--- config.mk ---
export PLATFORM = sky130hd
export DESIGN_NAME = asp_top
export DESIGN_NICKNAME = d
export VERILOG_FILES = /design/src/hw/asp_pkg.sv /design/src/hw/asp_top.sv
export SDC_FILE = /design/constraint.sdc
export NUM_CORES = 1
export LEC_CHECK = 0
export BUFFER_PORTS_ARGS = -buffer_cell sky130_fd_sc_hd__buf_4
export CAP_MARGIN = 0
export CORE_ASPECT_RATIO = 0.9
export CORE_MARGIN = 1.5
export CORE_UTILIZATION = 32
export DETAILED_ROUTE_END_ITERATION = 8
export PLACE_DENSITY = 0.6
export SLEW_MARGIN = 10
export SYNTH_ARGS = -nofsm -noshare
export SYNTH_HDL_FRONTEND = slang
export SYNTH_SLANG_ARGS = --single-unit
--- constraint.sdc ---
create_clock -name pclk -period 3.4 [get_ports pclk]
set_clock_uncertainty 0.05 [all_clocks]
set_input_delay 1.02 -clock pclk [delete_from_list [all_inputs] [get_ports pclk]]
set_output_delay 1.02 -clock pclk [all_outputs]
set_load 0.05 [all_outputs]
--- src/hw/asp_pkg.sv ---
// Constants for the asynchronous serial port: register map, fields, reset values, timing.
// Assumes an APB master with 32-bit data and a 100 MHz pclk.
package asp_pkg;

  // Register byte offsets.
  localparam logic [7:0] ASP_OFS_CTRL   = 8'h00;
  localparam logic [7:0] ASP_OFS_STATUS = 8'h04;
  localparam logic [7:0] ASP_OFS_TXBUF  = 8'h08;
  localparam logic [7:0] ASP_OFS_RXBUF  = 8'h0c;

  // Control field positions.
  localparam int ASP_CTL_TXE  = 7;
  localparam int ASP_CTL_RXE  = 6;
  localparam int ASP_CTL_STOP = 5;
  localparam int ASP_CTL_EVEN = 4;
  localparam int ASP_CTL_PE   = 3;
  localparam int ASP_CTL_BRGL = 0;

  // Reset values.
  localparam logic [7:0] ASP_CTRL_RST = 8'h00;

  // Baud clock select codes and divide counts.
  localparam logic [2:0] ASP_BRG_TIMER = 3'h6;
  localparam logic [8:0] ASP_DIV_13  = 9'h00d;
  localparam logic [8:0] ASP_DIV_26  = 9'h01a;
  localparam logic [8:0] ASP_DIV_52  = 9'h034;
  localparam logic [8:0] ASP_DIV_104 = 9'h068;
  localparam logic [8:0] ASP_DIV_208 = 9'h0d0;
  localparam logic [8:0] ASP_DIV_416 = 9'h1a0;
  localparam logic [8:0] ASP_DIV_96  = 9'h060;

  // Sampling ticks within one bit.
  localparam logic [3:0] ASP_TICK_LAST = 4'hf;
  localparam logic [3:0] ASP_TICK_S7   = 4'h7;
  localparam logic [3:0] ASP_TICK_S8   = 4'h8;
  localparam logic [3:0] ASP_TICK_S9   = 4'h9;
  localparam logic [2:0] ASP_LAST_DATA = 3'h7;

  typedef enum logic [2:0] {
    ASP_TX_IDLE  = 3'b000,
    ASP_TX_START = 3'b001,
    ASP_TX_DATA  = 3'b010,
    ASP_TX_PAR   = 3'b011,
    ASP_TX_STOP1 = 3'b100,
    ASP_TX_STOP2 = 3'b101
  } asp_tx_st_t;

  typedef enum logic [2:0] {
    ASP_RX_IDLE  = 3'b000,
    ASP_RX_START = 3'b001,
    ASP_RX_DATA  = 3'b010,
    ASP_RX_PAR   = 3'b011,
    ASP_RX_STOP  = 3'b100
  } asp_rx_st_t;

endpackage : asp_pkg

--- src/hw/asp_top.sv ---
// Asynchronous serial port with one-deep transmit and receive buffers behind APB.
// Assumes APB signals and the line inputs are synchronous to pclk.
//
// Operation
// - Transmit one or two stop bits
// - Optional parity, odd when sense zero
// - Armed buffer write clears empty, starts frame
// - Frame start sets empty flag, transmit interrupt
// - Line high while disabled or nothing written
// - Buffer write needs prior status read
// - Stop received loads data, full flag, interrupt
// - Overrun keeps old buffer, sets flag
// - Receive disable waits for frame end
// - Parity mismatch sets parity error
// - Stop sampled low sets framing error
// - Status then buffer read clears flags
// - No reception while overrun set
// - Late overrun survives buffer read
// - Transmit end set idle, cleared on start
// - Baud select divides clock or uses timer
// - Disable waits frame end, stale word dropped
// - Shared baud and parity both directions
// - Enables control directions, control write-only
// - Majority of ticks seven, eight, nine
// - Sixteen ticks per bit
// - Start low, eight data LSB first
//
// The register offsets and the APB slave port are this design's own decisions.
`timescale 1ns/1ns
module asp_top (
  input  wire logic        pclk,
  input  wire logic        presetn,
  input  wire logic        psel,
  input  wire logic        penable,
  input  wire logic        pwrite,
  input  wire logic [7:0]  paddr,
  input  wire logic [31:0] pwdata,
  output logic      [31:0] prdata,
  output logic             pready,
  output logic             pslverr,
  input  wire logic        baud_timer_interrupt,
  input  wire logic        rx_line,
  output logic             tx_line,
  output logic             tx_interrupt,
  output logic             rx_interrupt
);
  import asp_pkg::*;

  logic [7:0]  ctrl_ff;
  logic [31:0] prdata_ff;
  logic        pready_ff;
  logic        pslverr_ff;
  logic        tx_armed_ff;
  logic        rx_armed_ff;
  logic        oerr_seen_ff;
  logic [8:0]  div_cnt_ff;
  logic        tick_ff;
  logic [8:0]  div_lim;
  asp_tx_st_t  tx_st_ff;
  logic [3:0]  tx_tick_ff;
  logic [2:0]  tx_idx_ff;
  logic [7:0]  tx_shift_ff;
  logic [7:0]  tx_data_ff;
  logic        tx_pend_ff;
  logic        tx_run_ff;
  logic        tx_buffer_empty_flag_ff;
  logic        tx_end_flag_ff;
  logic        tx_line_ff;
  logic        tx_irq_ff;
  asp_rx_st_t  rx_st_ff;
  logic [3:0]  rx_tick_ff;
  logic [2:0]  rx_idx_ff;
  logic [7:0]  rx_shift_ff;
  logic        rx_par_ff;
  logic        s7_ff;
  logic        s8_ff;
  logic [7:0]  rx_buf_ff;
  logic        rx_run_ff;
  logic        rbfl_ff;
  logic        parity_error_flag_ff;
  logic        framing_error_flag_ff;
  logic        oerr_ff;
  logic        rx_irq_ff;
  logic        acc;
  logic        setup;
  logic        hit;
  logic        stat_rd;
  logic        txbuf_wr;
  logic        rxbuf_rd;
  logic        maj;
  logic        exp_par;
  logic        tx_bit_end;

  // Shared parity and baud settings for both directions.
  wire par_en  = ctrl_ff[ASP_CTL_PE];
  wire par_evn = ctrl_ff[ASP_CTL_EVEN];
  wire two_stp = ctrl_ff[ASP_CTL_STOP];
  wire [2:0] baud_clock_select = ctrl_ff[ASP_CTL_BRGL +: 3];

  // APB phase decode; access completes when pready was raised.
  assign setup    = psel & ~penable;
  assign acc      = psel & penable & pready_ff;
  assign hit      = (paddr == ASP_OFS_CTRL) | (paddr == ASP_OFS_STATUS) |
                    (paddr == ASP_OFS_TXBUF) | (paddr == ASP_OFS_RXBUF);
  assign stat_rd  = acc & ~pwrite & (paddr == ASP_OFS_STATUS);
  assign txbuf_wr = acc & pwrite & (paddr == ASP_OFS_TXBUF) & tx_armed_ff;
  assign rxbuf_rd = acc & ~pwrite & (paddr == ASP_OFS_RXBUF) & rx_armed_ff;

  // Ready, error and read data are prepared during the setup cycle.
  always_ff @(posedge pclk or negedge presetn) begin
    if (!presetn) begin
      pready_ff  <= 1'b0;
      pslverr_ff <= 1'b0;
      prdata_ff  <= 32'h0000_0000;
    end else begin
      pready_ff  <= setup;
      pslverr_ff <= setup & ~hit;
      prdata_ff  <= 32'h0000_0000;
      if (setup & ~pwrite & (paddr == ASP_OFS_STATUS)) begin
        prdata_ff <= {24'h00_0000, parity_error_flag_ff, framing_error_flag_ff, oerr_ff, rbfl_ff,
                      tx_end_flag_ff, tx_buffer_empty_flag_ff, 2'b00};
      end else if (setup & ~pwrite & (paddr == ASP_OFS_RXBUF)) begin
        prdata_ff <= {24'h00_0000, rx_buf_ff};
      end
    end
  end

  // Control register is write-only and reads back as zero.
  always_ff @(posedge pclk or negedge presetn) begin
    if (!presetn) begin
      ctrl_ff <= ASP_CTRL_RST;
    end else if (acc & pwrite & (paddr == ASP_OFS_CTRL)) begin
      ctrl_ff <= pwdata[7:0];
    end
  end

  // Status read arms the following buffer accesses.
  always_ff @(posedge pclk or negedge presetn) begin
    if (!presetn) begin
      tx_armed_ff  <= 1'b0;
      rx_armed_ff  <= 1'b0;
      oerr_seen_ff <= 1'b0;
    end else if (stat_rd) begin
      tx_armed_ff  <= 1'b1;
      rx_armed_ff  <= 1'b1;
      oerr_seen_ff <= oerr_ff;
    end else begin
      if (acc & pwrite & (paddr == ASP_OFS_TXBUF)) begin
        tx_armed_ff <= 1'b0;
      end
      if (acc & ~pwrite & (paddr == ASP_OFS_RXBUF)) begin
        rx_armed_ff <= 1'b0;
      end
    end
  end

  // Divide count for the selected baud clock.
  always_comb begin
    case (baud_clock_select)
      3'h0:    div_lim = ASP_DIV_13;
      3'h1:    div_lim = ASP_DIV_26;
      3'h2:    div_lim = ASP_DIV_52;
      3'h3:    div_lim = ASP_DIV_104;
      3'h4:    div_lim = ASP_DIV_208;
      3'h5:    div_lim = ASP_DIV_416;
      3'h7:    div_lim = ASP_DIV_96;
      default: div_lim = ASP_DIV_13;
    endcase
  end

  // Sampling tick generator: one pulse per transfer clock period.
  always_ff @(posedge pclk or negedge presetn) begin
    if (!presetn) begin
      div_cnt_ff <= 9'h000;
      tick_ff    <= 1'b0;
    end else if (baud_clock_select == ASP_BRG_TIMER) begin
      div_cnt_ff <= 9'h000;
      tick_ff    <= baud_timer_interrupt;
    end else if (div_cnt_ff >= div_lim - 9'h001) begin
      div_cnt_ff <= 9'h000;
      tick_ff    <= 1'b1;
    end else begin
      div_cnt_ff <= div_cnt_ff + 9'h001;
      tick_ff    <= 1'b0;
    end
  end

  assign tx_bit_end = tick_ff & (tx_tick_ff == ASP_TICK_LAST);

  // Transmitter: buffer, flags, frame sequencing and line drive.
  always_ff @(posedge pclk or negedge presetn) begin
    if (!presetn) begin
      tx_st_ff    <= ASP_TX_IDLE;
      tx_tick_ff  <= 4'h0;
      tx_idx_ff   <= 3'h0;
      tx_shift_ff <= 8'h00;
      tx_data_ff  <= 8'h00;
      tx_pend_ff  <= 1'b0;
      tx_run_ff   <= 1'b0;
      tx_buffer_empty_flag_ff     <= 1'b1;
      tx_end_flag_ff     <= 1'b1;
      tx_line_ff  <= 1'b1;
      tx_irq_ff   <= 1'b0;
    end else begin
      tx_irq_ff <= 1'b0;
      if (tick_ff && tx_st_ff != ASP_TX_IDLE) begin
        tx_tick_ff <= tx_tick_ff + 4'h1;
      end
      case (tx_st_ff)
        ASP_TX_IDLE: begin
          tx_line_ff <= 1'b1;
          tx_run_ff  <= ctrl_ff[ASP_CTL_TXE];
          if (!tx_run_ff) begin
            tx_pend_ff <= 1'b0;
          // Start only on a tick so that the start bit lasts sixteen full ticks.
          end else if (tx_pend_ff && tick_ff) begin
            tx_shift_ff <= tx_data_ff;
            tx_pend_ff  <= 1'b0;
            tx_buffer_empty_flag_ff     <= 1'b1;
            tx_irq_ff   <= 1'b1;
            tx_end_flag_ff     <= 1'b0;
            tx_line_ff  <= 1'b0;
            tx_tick_ff  <= 4'h0;
            tx_st_ff    <= ASP_TX_START;
          end
        end
        ASP_TX_START: begin
          if (tx_bit_end) begin
            tx_idx_ff  <= 3'h0;
            tx_line_ff <= tx_shift_ff[0];
            tx_st_ff   <= ASP_TX_DATA;
          end
        end
        ASP_TX_DATA: begin
          if (tx_bit_end) begin
            if (tx_idx_ff != ASP_LAST_DATA) begin
              tx_idx_ff  <= tx_idx_ff + 3'h1;
              tx_line_ff <= tx_shift_ff[tx_idx_ff + 3'h1];
            end else if (par_en) begin
              tx_line_ff <= par_evn ? ^tx_shift_ff : ~^tx_shift_ff;
              tx_st_ff   <= ASP_TX_PAR;
            end else begin
              tx_line_ff <= 1'b1;
              tx_st_ff   <= ASP_TX_STOP1;
            end
          end
        end
        ASP_TX_PAR: begin
          if (tx_bit_end) begin
            tx_line_ff <= 1'b1;
            tx_st_ff   <= ASP_TX_STOP1;
          end
        end
        ASP_TX_STOP1, ASP_TX_STOP2: begin
          if (tx_bit_end) begin
            if (tx_st_ff == ASP_TX_STOP1 && two_stp) begin
              tx_st_ff <= ASP_TX_STOP2;
            end else begin
              tx_st_ff <= ASP_TX_IDLE;
              if (!tx_pend_ff) begin
                tx_end_flag_ff <= 1'b1;
              end
            end
          end
        end
        default: begin
          tx_st_ff   <= ASP_TX_IDLE;
          tx_line_ff <= 1'b1;
        end
      endcase
      // Accepted buffer write; placed last so a same-cycle frame start or disabled-idle clear cannot undo it.
      if (txbuf_wr) begin
        tx_data_ff <= pwdata[7:0];
        tx_pend_ff <= 1'b1;
        tx_buffer_empty_flag_ff    <= 1'b0;
      end
    end
  end

  // Majority of the three mid-bit samples.
  assign maj     = (s7_ff & s8_ff) | (s7_ff & rx_line) | (s8_ff & rx_line);
  assign exp_par = par_evn ? ^rx_shift_ff : ~^rx_shift_ff;

  // Receiver: start detect, sampling, buffer and error flags.
  always_ff @(posedge pclk or negedge presetn) begin
    if (!presetn) begin
      rx_st_ff    <= ASP_RX_IDLE;
      rx_tick_ff  <= 4'h0;
      rx_idx_ff   <= 3'h0;
      rx_shift_ff <= 8'h00;
      rx_par_ff   <= 1'b0;
      s7_ff       <= 1'b1;
      s8_ff       <= 1'b1;
      rx_buf_ff   <= 8'h00;
      rx_run_ff   <= 1'b0;
      rbfl_ff     <= 1'b0;
      parity_error_flag_ff     <= 1'b0;
      framing_error_flag_ff     <= 1'b0;
      oerr_ff     <= 1'b0;
      rx_irq_ff   <= 1'b0;
    end else begin
      rx_irq_ff <= 1'b0;
      // Buffer read after status read clears flags; sets below win.
      if (rxbuf_rd) begin
        rbfl_ff <= 1'b0;
        parity_error_flag_ff <= 1'b0;
        framing_error_flag_ff <= 1'b0;
        if (oerr_seen_ff) begin
          oerr_ff <= 1'b0;
        end
      end
      if (tick_ff && rx_st_ff != ASP_RX_IDLE) begin
        rx_tick_ff <= rx_tick_ff + 4'h1;
        if (rx_tick_ff == ASP_TICK_S7) begin
          s7_ff <= rx_line;
        end
        if (rx_tick_ff == ASP_TICK_S8) begin
          s8_ff <= rx_line;
        end
      end
      case (rx_st_ff)
        ASP_RX_IDLE: begin
          rx_run_ff <= ctrl_ff[ASP_CTL_RXE];
          if (tick_ff && rx_run_ff && !oerr_ff && !rx_line) begin
            rx_tick_ff <= 4'h1;
            rx_st_ff   <= ASP_RX_START;
          end
        end
        ASP_RX_START: begin
          if (tick_ff && rx_tick_ff == ASP_TICK_S9 && maj) begin
            rx_st_ff <= ASP_RX_IDLE;
          end else if (tick_ff && rx_tick_ff == ASP_TICK_LAST) begin
            rx_idx_ff <= 3'h0;
            rx_st_ff  <= ASP_RX_DATA;
          end
        end
        ASP_RX_DATA: begin
          if (tick_ff && rx_tick_ff == ASP_TICK_S9) begin
            rx_shift_ff <= {maj, rx_shift_ff[7:1]};
          end
          if (tick_ff && rx_tick_ff == ASP_TICK_LAST) begin
            rx_idx_ff <= rx_idx_ff + 3'h1;
            if (rx_idx_ff == ASP_LAST_DATA) begin
              rx_st_ff <= par_en ? ASP_RX_PAR : ASP_RX_STOP;
            end
          end
        end
        ASP_RX_PAR: begin
          if (tick_ff && rx_tick_ff == ASP_TICK_S9) begin
            rx_par_ff <= maj;
          end
          if (tick_ff && rx_tick_ff == ASP_TICK_LAST) begin
            rx_st_ff <= ASP_RX_STOP;
          end
        end
        ASP_RX_STOP: begin
          if (tick_ff && rx_tick_ff == ASP_TICK_S9) begin
            rx_st_ff <= ASP_RX_IDLE;
            if (!maj) begin
              framing_error_flag_ff <= 1'b1;
            end
            if (par_en && rx_par_ff != exp_par) begin
              parity_error_flag_ff <= 1'b1;
            end
            if (rbfl_ff && !rxbuf_rd) begin
              oerr_ff <= 1'b1;
            end else begin
              rx_buf_ff <= rx_shift_ff;
              rbfl_ff   <= 1'b1;
              rx_irq_ff <= 1'b1;
            end
          end
        end
        default: begin
          rx_st_ff <= ASP_RX_IDLE;
        end
      endcase
    end
  end

  // Outputs come straight from flops.
  assign prdata       = prdata_ff;
  assign pready       = pready_ff;
  assign pslverr      = pslverr_ff;
  assign tx_line      = tx_line_ff;
  assign tx_interrupt = tx_irq_ff;
  assign rx_interrupt = rx_irq_ff;

endmodule : asp_top

Word level (Yosys, flattened, before mapping):

Index checks and enable logic that the tools add are counted.

* register bits: 122
* latch bits: 0
* RAM bits: 0
* memory bits (read-only): 0
* bits of input ports: 47
* output and inout bits: 37
* logic and storage cells: 256
* memories: 0

* add/subtract/negate cells: 6
* multipliers: 0
* div/mod/pow operators: 0
* $lt $le $gt $ge: 2
* equality and inequality tests: 46
* shift-type cells: 0
* muxes and demuxes: 92
* bitwise gates (word level): 29
* reduce and logical (&&, ||, !) cells: 47

Operator list (count)
* 3-bit two-way mux: 22
* 9-bit one-hot mux with 6 select lines: 1
* 1-bit two-way mux: 51
* 2-bit != test, second input constant: 17
* 32-bit two-way mux: 1
* 3-bit one-hot mux with 5 select lines: 2
* 4-bit two-way mux: 7
* 3-bit equality test, second input constant: 8
* 1-bit AND: 19
* 3-bit by 2-bit equality test with 1-bit output, second input constant: 6
* 9-bit two-way mux: 2
* 4-bit equality test, second input constant: 4
* 8-bit by 4-bit equality test with 1-bit output, second input constant: 2
* 2-bit nonzero test: 8
* 8-bit XNOR reduction: 2
* 8-bit parity: 2
* 1-bit logical AND: 12
* 3-bit one-hot mux with 2 select lines: 2
* 4-bit AND reduction: 3
* 6-bit AND reduction: 2
* 2-bit AND reduction: 5
* 9-bit by 1-bit adder with 9-bit output, second input constant: 1
* 3-bit by 1-bit equality test with 1-bit output, second input constant: 3
* 9-bit >= comparator: 1
* other kinds (22): 39

Depth between registers and ports, before layout:

Gate-level depths: netlist (run 1).

* depth after elaboration: 10
* gate-level depth with buffers: 9
* mapped depth without buffers: 9

Worst setup path before layout (run 1):

OpenSTA, ideal clock, no wires.

* path kind: input -> register
* start point: input paddr[5]
* end point: register tx_data_ff[0]
* library setup time: 0.125 ns
* arrival: 2.516 ns
* data required time: 3.225 ns
* slack: 0.709 ns
* stages: 5
* path buffers: 0
* cells stage by stage: or4_4 > nor3_4 > nand2_1 > nor2_4 > mux2_2

* cells in the longest elaborated chain, start to end: 3

RTL lines
* start, declared: line asp_top.sv:36 `input wire logic [7:0] paddr,`
* 8-bit by 4-bit equality test with 1-bit output: line asp_top.sv:106 `assign txbuf_wr = acc & pwrite & (paddr == ASP_OFS_TXBUF) & tx_armed_ff;`
* 1-bit AND (2 in a row): line asp_top.sv:106
* end signal, assigned: line asp_top.sv:273 `tx_data_ff <= pwdata[7:0];`
* end, declared: line asp_top.sv:63 `logic [7:0] tx_data_ff;`

No other way between the ends.
A chain may end at the register's enable or synchronous reset.

Worst setup path in the final report (run 1):

* start point: register ctrl_ff[1]
* end point: register tick_ff

* cells in the longest elaborated chain, start to end: 6
* elaborated cells on any way between the ends: 12
* those cells by class: add/sub (1); order compare (1); eq/ne (7); mux (3)

RTL lines
* start, declared: line asp_top.sv:49 `logic [7:0] ctrl_ff;`
* start signal, assigned: line asp_top.sv:133 `ctrl_ff <= pwdata[7:0];`
* 3-bit equality test, or another cell as far along: line asp_top.sv:159 `case (baud_clock_select)`
* 9-bit one-hot mux with 6 select lines: line asp_top.sv:159
* 9-bit by 1-bit subtractor with 9-bit output: line asp_top.sv:179 `end else if (div_cnt_ff >= div_lim - 9'h001) begin`
* 9-bit >= comparator: line asp_top.sv:179
* 1-bit two-way mux: line asp_top.sv:179
* 1-bit two-way mux *: line asp_top.sv:176 `end else if (baud_clock_select == ASP_BRG_TIMER) begin`
* end signal, assigned: line asp_top.sv:178 `tick_ff <= baud_timer_interrupt;`
* end, declared: line asp_top.sv:57 `logic tick_ff;`

Mark *: on every way between the ends. The rest lies on a longest branch, timed or not.

==> results of run 1 <==
cells by family after synthesis:
group / after synthesis / share of synthesized area [%]
AND/OR/NAND/NOR: 127 / 14.0
multiplexers: 50 / 12.4
buffers and inverters: 47 / 5.39
adder cells (fa/ha/maj): 19 / 4.74
other: 1 / 0.0755
flip-flops: 98 / 49.5
XOR/XNOR: 28 / 4.94
AO/OA/AOI/OAI: 65 / 8.97
cells in the mapped netlist (3+ instances only):
| cell | count | area [µm²] |
|---|---|---|
| mux2_2 | 39 | 439 |
| nand2b_1 | 4 | 25.0 |
| buf_4 | 24 | 180 |
| inv_1 | 14 | 52.6 |
| a22o_1 | 3 | 26.3 |
| nor2b_1 | 7 | 43.8 |
| o22ai_1 | 4 | 25.0 |
| xor2_1 | 8 | 70.1 |
| ha_1 | 18 | 225 |
| o21ai_0 | 16 | 80.1 |
| clkbuf_1 | 8 | 30.0 |
| nor3_1 | 7 | 35.0 |
| nand4_1 | 5 | 31.3 |
| dfstp_2 | 5 | 131 |
| dfrtp_1 | 93 | 2330 |
| mux2_4 | 8 | 120 |
| a21oi_1 | 15 | 75.1 |
| a21o_1 | 3 | 22.5 |
| nand2_1 | 29 | 109 |
| nand3_1 | 10 | 50.1 |
| a22o_2 | 6 | 60.1 |
| or3_1 | 5 | 31.3 |
| nor2_1 | 34 | 128 |
| xnor2_1 | 20 | 175 |
final timing paths:
kind | end | start | cells after the start
worst max-delay path | tick_ff$_DFF_PN0_ | ctrl_ff[1]$_DFFE_PN0P_ | 9
worst max register to register | tick_ff$_DFF_PN0_ | ctrl_ff[1]$_DFFE_PN0P_ | 9
max in group asynchronous | tx_buffer_empty_flag_ff$_DFFE_PN1P_ | presetn | 2
min in group asynchronous | prdata[1]$_DFF_PN0_ | presetn | 1
worst min register to register | rx_run_ff$_DFFE_PN0P_ | ctrl_ff[6]$_DFFE_PN0P_ | 2
worst min-delay path | rx_run_ff$_DFFE_PN0P_ | ctrl_ff[6]$_DFFE_PN0P_ | 2
flip-flops by register name, indices dropped and copies added (netlist names), 3 cells and up:
name / flops
ctrl_ff: 8
rx_buf_ff: 8
rx_idx_ff: 3
tx_st_ff: 3
tx_tick_ff: 4
div_cnt_ff: 9
prdata: 8
rx_tick_ff: 4
rx_shift_ff: 8
tx_shift_ff: 8
rx_st_ff: 3
tx_idx_ff: 3
tx_data_ff: 8
power by group:
group,switching [mW],internal [mW],total [mW]
Sequential,0.0645,1.22,1.28
Combinational,0.220,0.134,0.354
Clock,0.415,0.515,0.930
layer usage:
layer	up-vias	part of all wire [%]
met4	0	1.7
li1	1556	-
met3	12	3.6
met2	66	47
met1	1609	47
met5	-	0
area by class of cell:
cell class                 count  share of cell area (%)
tap                          198                    4.37
clock inverter                 4                   0.486
sequential                    98                    43.4
timing repair buffer          39                    5.39
multi-input combinational    313                    41.1
clock buffer                  12                    4.35
inverter                      14                   0.928
worst reg2reg max path, cell delays in order (launching register included):
cell and delay, ns:
dfrtp_1 0.46, nor2b_1 0.21, or3_1 0.33, ha_1 0.27
nand2b_1 0.13, a21o_1 0.17, a21o_1 0.17, a221oi_1 0.28
o311ai_2 0.30, o21a_1 0.21
==> metrics.md, run 1 <==
| Metric | Value |
|---|---|
| Status | `finished, final reports clean` |
| CTS resizes | `0` |
| Maximum number of pins on one net before global-route repair | `51` |
| Cell family with most CP delay | `compound AO/OA/AOI/OAI gates` |
| Cts bufs inserted | `9` |
| Post-CTS setup buffer count | `0` |
| # nets final | `540` |
| CP peak stage delay | `0.46 ns` |
| Total power draw | `2.57 mW` |
| Synth warn | `0` |
| Placed cells | `662` |
| Vias in the first global route | `3134` |
| Synthesized area | `4960 µm²` |
| Post-CTS Hold Fix Bufs | `0` |
| Root buf cell | `clkbuf_16` |
| Met1 Use GR | `16.1%` |
| Slowest cell on crit path | `dfrtp_1` |
| Global Route Usage Sum | `12.0%` |
| Met2 Usage GRT | `19.2%` |
| Sequential area share after synthesis | `49.5%` |
| Bufs and invs on worst path | `0` |
| GRT met3 Usage | `2.51%` |
| Final hold vios | `0` |
| Placer Congestion | `0.820` |
| TNS Setup | `0 ns` |
| Die ar. | `16300 µm²` |
| Max IR drop VDD | `0.203 mV` |
| Clock Latency Late Sink | `0.34 ns` |
| Drt first pass iters | `4` |
| Initial DRC Count | `169` |
| Post-Route WL | `9130 µm` |
| Leakage | `2.68 nW` |
| Core area | `14900 µm²` |
| Vias per Instance | `4.78` |
| Layout Cells excl Fill | `678` |
| CTS tree | `done` |
| Global-route wire length before repair | `15500 µm` |
| DR DRC count | `0` |
| Post-route cell area | `5660 µm²` |
| Arrival @ worst endpoint | `2.87 ns` |
| RSZ-0062 raised after global routing | `false` |
| Fin. max-slew vios | `0` |
| Ys flop type | `dfrtp_1` |
| Die height | `121 µm` |
| GRT Max-Usage Layer | `met2` |
| Slew at the pin closest to its max-slew limit | `0.793 ns` |
| Yosys reg bits | `98` |
| Number of diodes | `0` |
| Commonest non-fill, non-tap cell in the layout | `dfrtp_1` |
| Area grow syn2layout | `14.1%` |
| I/O Buffers | `35` |
| Clk slew on worst S/H paths | `0.07 ns` |
| Initial antenna violation count | `0` |
| Storage element area | `2460 µm²` |
| Starting density of the core | `33.3%` |
| Die Width | `134 µm` |
| Most frequent cells in the layout | `93 x dfrtp_1, 39 x mux2_2, 38 x buf_4` |
| Clk sinks | `98` |
| Max clock buf depth | `2` |
| Io pins | `84` |
| Mapped Cells | `435` |
| Wire per inst | `13.5 µm` |
| # rows | `42` |
| Reg2reg setup slack | `0.71 ns` |
| Synth unique cells | `65` |
| Worst min path class | `register to register` |
| Clock H-tree levels | `3` |
| Final setup violating endpoints | `0` |
| Synth Area per Inst | `11.4 µm²` |
| Crit path cell chain | `nor2b_1 -> or3_1 -> ha_1 -> nand2b_1 -> a21o_1 -> a21o_1 -> a221oi_1 -> o311ai_2 -> o21a_1` |
| Final HPWL DP | `6620 µm` |
| Crit start category | `register` |
| Setup WS post-layout | `0.711 ns` |
| Hold_ws | `0.430 ns` |
| Crit path top cell by count | `a21o_1` |
| Maximum operating frequency | `372 MHz` |
| Ys async rst share | `100%` |
| Pwr Density | `453 nW/µm²` |
| Max-slew headroom | `46.7%` |
| CP required | `3.58 ns` |
| Period utilization | `79.1%` |
| Max FO, Critical Path | `10` |
| CP Class | `register to register` |
| Post-layout util | `37.9%` |
| Share of cells above drive strength 1 | `26.5%` |
| Post-synth EDFFs | `0` |
| Fin crit period | `2.69 ns` |
| Maxcap violations | `0` |
| Post-route ant nets | `0` |
| Vias | `3243` |
| Multi-input gate area in the final layout | `2320 µm²` |
| Pre-CTS WS | `0.366 ns` |
| Fillers | `1455` |
| Crit end category | `register` |
| Placed inst area | `5390 µm²` |
| GR Overflow Total | `0` |
Note: power is estimated with default switching activity, not from simulation.
==> inputs of run 2 (changes only) <==
Settings changed: PLACE_DENSITY 0.6 to 0.62.
Clock period 3.4 ns to 2.4 ns, I/O delays scaled along.
==> run 2 against run 1 <==
  * The run now ends with setup timing left
  * Sequential cell count unchanged
  * Critical path depth unchanged
  * Global-route usage rose by 0.92 points
  * Routed wire length grew 6.6%
  * Die area unchanged
  * Design area rose by 5.4%
  * Fmax grew 7.9%
  * Critical path type unchanged
  * Critical endpoint unchanged
  * Largest cell class unchanged
  * Largest power group unchanged
  * Highest routed layer unchanged
==> metrics.md, run 2 (synthesized netlist as in run 1, its figures left out) <==
| Metric | Value |
|---|---|
| Status | `complete, but fails checks` |
| Violated checks | `setup timing` |
| Arrival @ worst endpoint | `2.68 ns (-0.19 ns)` |
| CTS tree | `done` |
| Post-route ant nets | `0 (unchanged)` |
| Clk slew on worst S/H paths | `0.07 ns (about the same)` |
| Slowest cell on crit path | `dfrtp_2` |
| Layout Cells excl Fill | `698 (+2.9%)` |
| Clock Latency Late Sink | `0.34 ns (about the same)` |
| Number of diodes | `0 (unchanged)` |
| Area grow syn2layout | `20.2%` |
| GR Overflow Total | `0 (unchanged)` |
| Pwr Density | `677 nW/µm² (+49%)` |
| Placer Congestion | `0.805 (-1.8%)` |
| Pre-CTS WS | `-0.112 ns (-0.478 ns)` |
| Io pins | `84 (unchanged)` |
| CP peak stage delay | `0.44 ns (-0.02 ns)` |
| Global-route wire length before repair | `16500 µm (+6.3%)` |
| Die Width | `134 µm (unchanged)` |
| Maximum operating frequency | `401 MHz (+7.9%)` |
| Placed inst area | `5560 µm² (+3.1%)` |
| Setup WS post-layout | `-0.0913 ns (-0.802 ns)` |
| Cts bufs inserted | `9 (unchanged)` |
| Die ar. | `16300 µm² (unchanged)` |
| Worst min path class | `primary input to asynchronous set/reset pin` |
| Final hold vios | `0 (unchanged)` |
| CP Class | `register to register` |
| Crit start category | `register` |
| DR DRC count | `0 (unchanged)` |
| Max-slew headroom | `58.4% (+12 points)` |
| Reg with most FFs | `div_cnt_ff` |
| Crit path top cell by count | `a21o_1` |
| Fin crit period | `2.49 ns (-0.198 ns)` |
| Clock H-tree levels | `3 (unchanged)` |
| Leakage | `2.83 nW (+5.6%)` |
| Maxcap violations | `0 (unchanged)` |
| Placed cells | `680 (+2.7%)` |
| Crit path cell chain | `nor2b_4 -> or3_1 -> ha_1 -> nand2b_4 -> a21o_1 -> a21o_1 -> a221oi_4 -> o311ai_4 -> o21a_1` |
| Max IR drop VDD | `0.328 mV (+61%)` |
| Final setup violating endpoints | `10 (+10)` |
| Share of cells above drive strength 1 | `30.8% (+4.3 points)` |
| Global Route Usage Sum | `13.0% (+0.92 points)` |
| Clk sinks | `98 (unchanged)` |
| Post-CTS Hold Fix Bufs | `0 (unchanged)` |
| Root buf cell | `clkbuf_16` |
| Largest register FFs | `9 (unchanged)` |
| Fin. max-slew vios | `0 (unchanged)` |
| Slew at the pin closest to its max-slew limit | `0.619 ns (-0.174 ns)` |
| RSZ-0062 raised after global routing | `true` |
| Maximum number of pins on one net before global-route repair | `44 (-14%)` |
| # nets final | `560 (+3.7%)` |
| Vias in the first global route | `3510 (+12%)` |
| Max clock buf depth | `2 (unchanged)` |
| Core area | `14900 µm² (unchanged)` |
| # rows | `42 (unchanged)` |
| Vias per Instance | `4.82 (+0.85%)` |
| I/O Buffers | `35 (unchanged)` |
| Starting density of the core | `33.3% (unchanged)` |
| CP required | `2.59 ns (-0.99 ns)` |
| Final HPWL DP | `6980 µm (+5.5%)` |
| Post-Route WL | `9730 µm (+6.6%)` |
| Vias | `3367 (+3.8%)` |
| Max FO, Critical Path | `5 (-5)` |
| Initial DRC Count | `154 (-8.9%)` |
| Wire per inst | `13.9 µm (+3.5%)` |
| Commonest non-fill, non-tap cell in the layout | `dfrtp_1` |
| Period utilization | `104% (+25 points)` |
| Crit end category | `register` |
| Post-route cell area | `5970 µm² (+5.4%)` |
| Die height | `121 µm (unchanged)` |
| Drt first pass iters | `5 (+1)` |
| Most frequent cells in the layout | `92 x dfrtp_1, 55 x buf_4, 39 x mux2_2` |
| Initial antenna violation count | `0 (unchanged)` |
==> run 2: cell count changes in the layout (fill, tap and decap cells not counted), moves of 2 or more <==
cell	before	now
nor2b_1	7	5
bufinv_16	0	3
buf_12	1	3
clkbuf_1	2	0
nor2b_4	0	2
buf_4	38	55
==> run 2: critical path, delay by kind of cell (launching register included) <==
kind,cells,cell delay (ns)
and+or+nand+nor,3,0.59
DFF,1,0.44
adders and majority gates,1,0.28
AOI/OAI and AO/OA,5,1.02
==> run 2: timing repair <==
action	in CTS	in global routing
setup buffers	0	1
cloned	1	0
pin swaps	4	0
endpoints found under the setup margin	10	10
gates resized for setup	2	6
==> run 2: per-layer routing <==
layer,track usage [%],vias to the layer above,wire (µm),share of wire [%]
met5,0,-,0,0
met4,6.52,0,204,2.1
met3,3.26,16,474,4.9
met2,21.9,85,4780,49
met1,15.4,1655,4270,44
li1,-,1611,-,-
==> run 2: report_power, final <==
part           internal [mW]  switching [mW]  leakage [nW]
registers               1.72          0.0930          1.32
clock network           1.02           0.619         0.158
logic                  0.233           0.354          1.36
total                   2.97            1.07          2.83
==> run 2: final cells by class <==
| type | count | area, µm² |
|---|---|---|
| clock inverters | 7 | 118 |
| multi-input cells | 314 | 2390 |
| inverters | 14 | 52.6 |
| clock buffers | 9 | 225 |
| well taps | 198 | 248 |
| repair buffers | 58 | 473 |
| flip-flops and latches | 98 | 2460 |
| fillers | 1426 | 8960 |
==> run 2: final timing paths <==
kind | slack (ns) | startpoint | cells past startpoint | endpoint
setup / recovery | -0.09 | ctrl_ff[1]$_DFFE_PN0P_ | 9 | tick_ff$_DFF_PN0_
hold / removal | 0.33 | presetn | 1 | div_cnt_ff[1]$_DFF_PN0_
setup reg to reg | -0.09 | ctrl_ff[1]$_DFFE_PN0P_ | 9 | tick_ff$_DFF_PN0_
hold reg to reg | 0.43 | ctrl_ff[6]$_DFFE_PN0P_ | 2 | rx_run_ff$_DFFE_PN0P_
max in group asynchronous | 1.33 | presetn | 2 | s8_ff$_DFFE_PN1P_
min in group pclk | 0.43 | ctrl_ff[6]$_DFFE_PN0P_ | 2 | rx_run_ff$_DFFE_PN0P_
==> run 2: metrics by stage <==
| step | power (mW) | hold slack [ns] | TNS [ns] | utilization (%) |
|---|---|---|---|---|
| floorplan | 2.22 | 0.374 | 0 | - |
| global placement | 2.33 | 0.405 | -1.27 | 37.2 |
| detailed placement | 2.36 | 0.425 | -2.18 | 37.2 |
| CTS | 4.07 | 0.344 | -0.350 | 39.8 |
| global route | 4.23 | 0.367 | -1.57 | 40.0 |
| finish | 4.04 | 0.325 | -0.634 | 40.0 |
==> inputs of run 3 (changes only) <==
Settings changed: ABC_AREA set to 1.
==> run 3 against run 2 <==
  * The flow now finishes without violations
  * Design area down 0.27%
  * Fmax rose by 13%
  * Sequential share of layout area increased by 0.092 points
  * Synthesized cell count rose by 43%
  * Sequential cell count did not move
  * Die area increased by 2.5%
  * Clock power grew 3%
  * Register-to-register slack better by 0.29 ns
  * Critical path type unchanged
==> metrics.md, run 3 <==
| Metric | Value |
|---|---|
| Status | `finished, final reports clean` |
| Vias | `3951 (+17%)` |
| Max IR drop VDD | `0.380 mV (+16%)` |
| Leakage | `2.96 nW (+4.5%)` |
| Crit start category | `register` |
| Post-Route WL | `9970 µm (+2.5%)` |
| Synth area leader | `dfrtp_1` |
| Max-slew headroom | `54.7% (-3.7 points)` |
| Maximum operating frequency | `454 MHz (+13%)` |
| Total power draw | `4.99 mW (+23%)` |
| Yosys reg bits | `98 (unchanged)` |
| Placer Congestion | `0.789 (-2.0%)` |
| Vias per Instance | `4.51 (-6.6%)` |
| Arrival @ worst endpoint | `2.41 ns (-0.27 ns)` |
| Slew at the pin closest to its max-slew limit | `0.676 ns (+0.0575 ns)` |
| Clock Latency Late Sink | `0.34 ns (about the same)` |
| Synthesized area | `5090 µm² (+2.6%)` |
| Hold_ws | `0.260 ns (-0.0649 ns)` |
| Initial antenna violation count | `0 (unchanged)` |
| Drt first pass iters | `4 (-1)` |
| Max FO, Critical Path | `8 (+3)` |
| Max clock buf depth | `2 (unchanged)` |
| Synth Area per Inst | `8.21 µm² (-28%)` |
| # rows | `43 (+2.4%)` |
| Count leader, synth | `nand2_1` |
| Commonest non-fill, non-tap cell in the layout | `nand2_1` |
| Worst min path class | `primary input to asynchronous set/reset pin` |
| Vias in the first global route | `3803 (+8.3%)` |
| Synth warn | `0 (unchanged)` |
| Share of cells above drive strength 1 | `12.7% (-18 points)` |
| Clk sinks | `98 (unchanged)` |
| Number of diodes | `0 (unchanged)` |
| Pwr Density | `838 nW/µm² (+24%)` |
| GR Overflow Total | `0 (unchanged)` |
| Mapped Cells | `620 (+43%)` |
| Clk slew on worst S/H paths | `0.07 ns (about the same)` |
| I/O Buffers | `35 (unchanged)` |
| DR DRC count | `0 (unchanged)` |
| Final hold vios | `0 (unchanged)` |
| Crit end category | `register` |
| Largest register FFs | `9 (unchanged)` |
| Fin. max-slew vios | `0 (unchanged)` |
| Die Width | `136 µm (+1.3%)` |
| Final HPWL DP | `7460 µm (+6.8%)` |
| Die height | `123 µm (+1.2%)` |
| Clock H-tree levels | `3 (unchanged)` |
| Sequential area share after synthesis | `48.3% (-1.2 points)` |
| Cts bufs inserted | `9 (unchanged)` |
| Top cell type's share of synthesized area | `45.7% (-1.2 points)` |
| Synth top cells by count | `155 x nand2_1, 93 x dfrtp_1, 78 x inv_1` |
| Post-synth EDFFs | `0 (unchanged)` |
| Ys flop type | `dfrtp_1` |
| Fin crit period | `2.20 ns (-0.288 ns)` |
| Initial DRC Count | `217 (+41%)` |
| Area grow syn2layout | `16.9%` |
| CTS tree | `done` |
| Most area-consuming cells after synthesis | `dfrtp_1 46%, nand2_1 11%, o21ai_0 5.9%` |
| Io pins | `84 (unchanged)` |
| Ys async rst share | `100% (unchanged)` |
| Maxcap violations | `0 (unchanged)` |
| Post-route ant nets | `0 (unchanged)` |
| Most frequent cells in the layout | `155 x nand2_1, 93 x dfrtp_1, 77 x inv_1` |
| Root buf cell | `clkbuf_16` |
| Die ar. | `16700 µm² (+2.5%)` |
| Global Route Usage Sum | `13.1% (+0.18 points)` |
| CP Class | `register to register` |
| Starting density of the core | `32.9% (-0.40 points)` |
| CP required | `2.60 ns (about the same)` |
| # nets final | `735 (+31%)` |
| Wire per inst | `11.4 µm (-18%)` |
| Period utilization | `91.8% (-12 points)` |
| Maximum number of pins on one net before global-route repair | `41 (-6.8%)` |
| Post-CTS setup buffer count | `0 (unchanged)` |
| TNS Setup | `0 ns (+0.634 ns)` |
| Synth unique cells | `42 (-35%)` |
| Final setup violating endpoints | `0 (-10)` |
| RSZ-0062 raised after global routing | `false` |
| Reg with most FFs | `div_cnt_ff` |
| Core area | `15500 µm² (+3.8%)` |
| Global-route wire length before repair | `17400 µm (+5.5%)` |
==> run 3: changes by cell type after synthesis, moves of 8 or more <==
| cell | before | now |
|---|---|---|
| nand2_1 | 29 | 155 |
| inv_1 | 14 | 78 |
| o21ai_0 | 16 | 60 |
| mux2_2 | 39 | 0 |
| nand3_1 | 10 | 36 |
| nor2_1 | 34 | 47 |
| xnor2_1 | 20 | 10 |
| mux2_4 | 8 | 0 |
| nor3_1 | 7 | 15 |
==> run 3: cells by family (layout without fill, tap and decap cells) <==
group / after synthesis / after routing / synth area share, %
DFF: 98 / 98 / 48.3
other: 1 / 24 / 0.0736
and+or+nand+nor: 279 / 279 / 24.1
xor gates and xnor gates: 17 / 17 / 2.92
adders and majority gates: 18 / 18 / 4.42
buffers and inverters: 113 / 145 / 10.3
AOI/OAI and AO/OA: 94 / 94 / 9.93
==> run 3: layer usage <==
metal	track usage, %	vias up	part of all wire (%)
met5	0	-	0
met4	4.19	0	1.6
met3	3.22	14	3.3
met2	20.7	47	46
met1	17.8	1842	49
li1	-	2048	-
==> run 3: final cells by class <==
| cell class | instances | area [µm²] |
|---|---|---|
| Clock buffer | 12 | 256 |
| Clock inverter | 4 | 97.6 |
| Fill cell | 1575 | 9540 |
| Inverter | 80 | 300 |
| Multi-Input combinational cell | 432 | 2200 |
| Sequential cell | 98 | 2460 |
| Tap cell | 202 | 253 |
| Timing Repair Buffer | 49 | 380 |
==> run 3: timing repair <==
action	4_1_cts	5_1_grt
resized for setup	0	3
hold buffers	0	0
setup endpoints to repair	0	10
==> run 3: power by group <==
| group | switching (mW) | internal, mW | leakage [nW] |
|---|---|---|---|
| Combinational | 0.757 | 0.468 | 1.51 |
| Sequential | 0.205 | 1.87 | 1.28 |
| Clock | 0.607 | 1.08 | 0.169 |
| Total | 1.57 | 3.42 | 2.96 |
==> run 3: through the flow <==
step                      worst slack, ns  utilization [%]  cell area [µm²]  std cells
final                               0.197             38.4             5950        877
after global routing             0.000868             38.4             5950        877
after detailed placement            0.164             36.1             5590        861
after global placement              0.174             36.1             5590        861
after CTS                          0.0985             38.3             5940        877
after floorplan                     0.232                -             5180        643
==> run 3: final timing paths <==
kind,start,depth (start not counted),slack (ns),endpoint
worst max-delay path,ctrl_ff[2]$_DFFE_PN0P_,11,0.20,div_cnt_ff[1]$_DFF_PN0_
worst min-delay path,presetn,1,0.26,rx_armed_ff$_DFFE_PN0P_
worst max register to register,ctrl_ff[2]$_DFFE_PN0P_,11,0.20,div_cnt_ff[1]$_DFF_PN0_
worst min register to register,div_cnt_ff[0]$_DFF_PN0_,1,0.42,div_cnt_ff[0]$_DFF_PN0_
max in group asynchronous,presetn,2,1.43,tx_line$_DFFE_PN1P_
min in group pclk,div_cnt_ff[0]$_DFF_PN0_,1,0.42,div_cnt_ff[0]$_DFF_PN0_
==> run 3: critical path: stages (launching register included) <==
cell	delay, ns
dfrtp_1	0.47
nand2_1	0.13
o21ai_0	0.11
or2_2	0.32
o21ai_0	0.09
ha_1	0.25
nand2_1	0.08
nor2_1	0.05
nand4_1	0.09
o2111ai_2	0.14
buf_4	0.17
nor3b_1	0.17
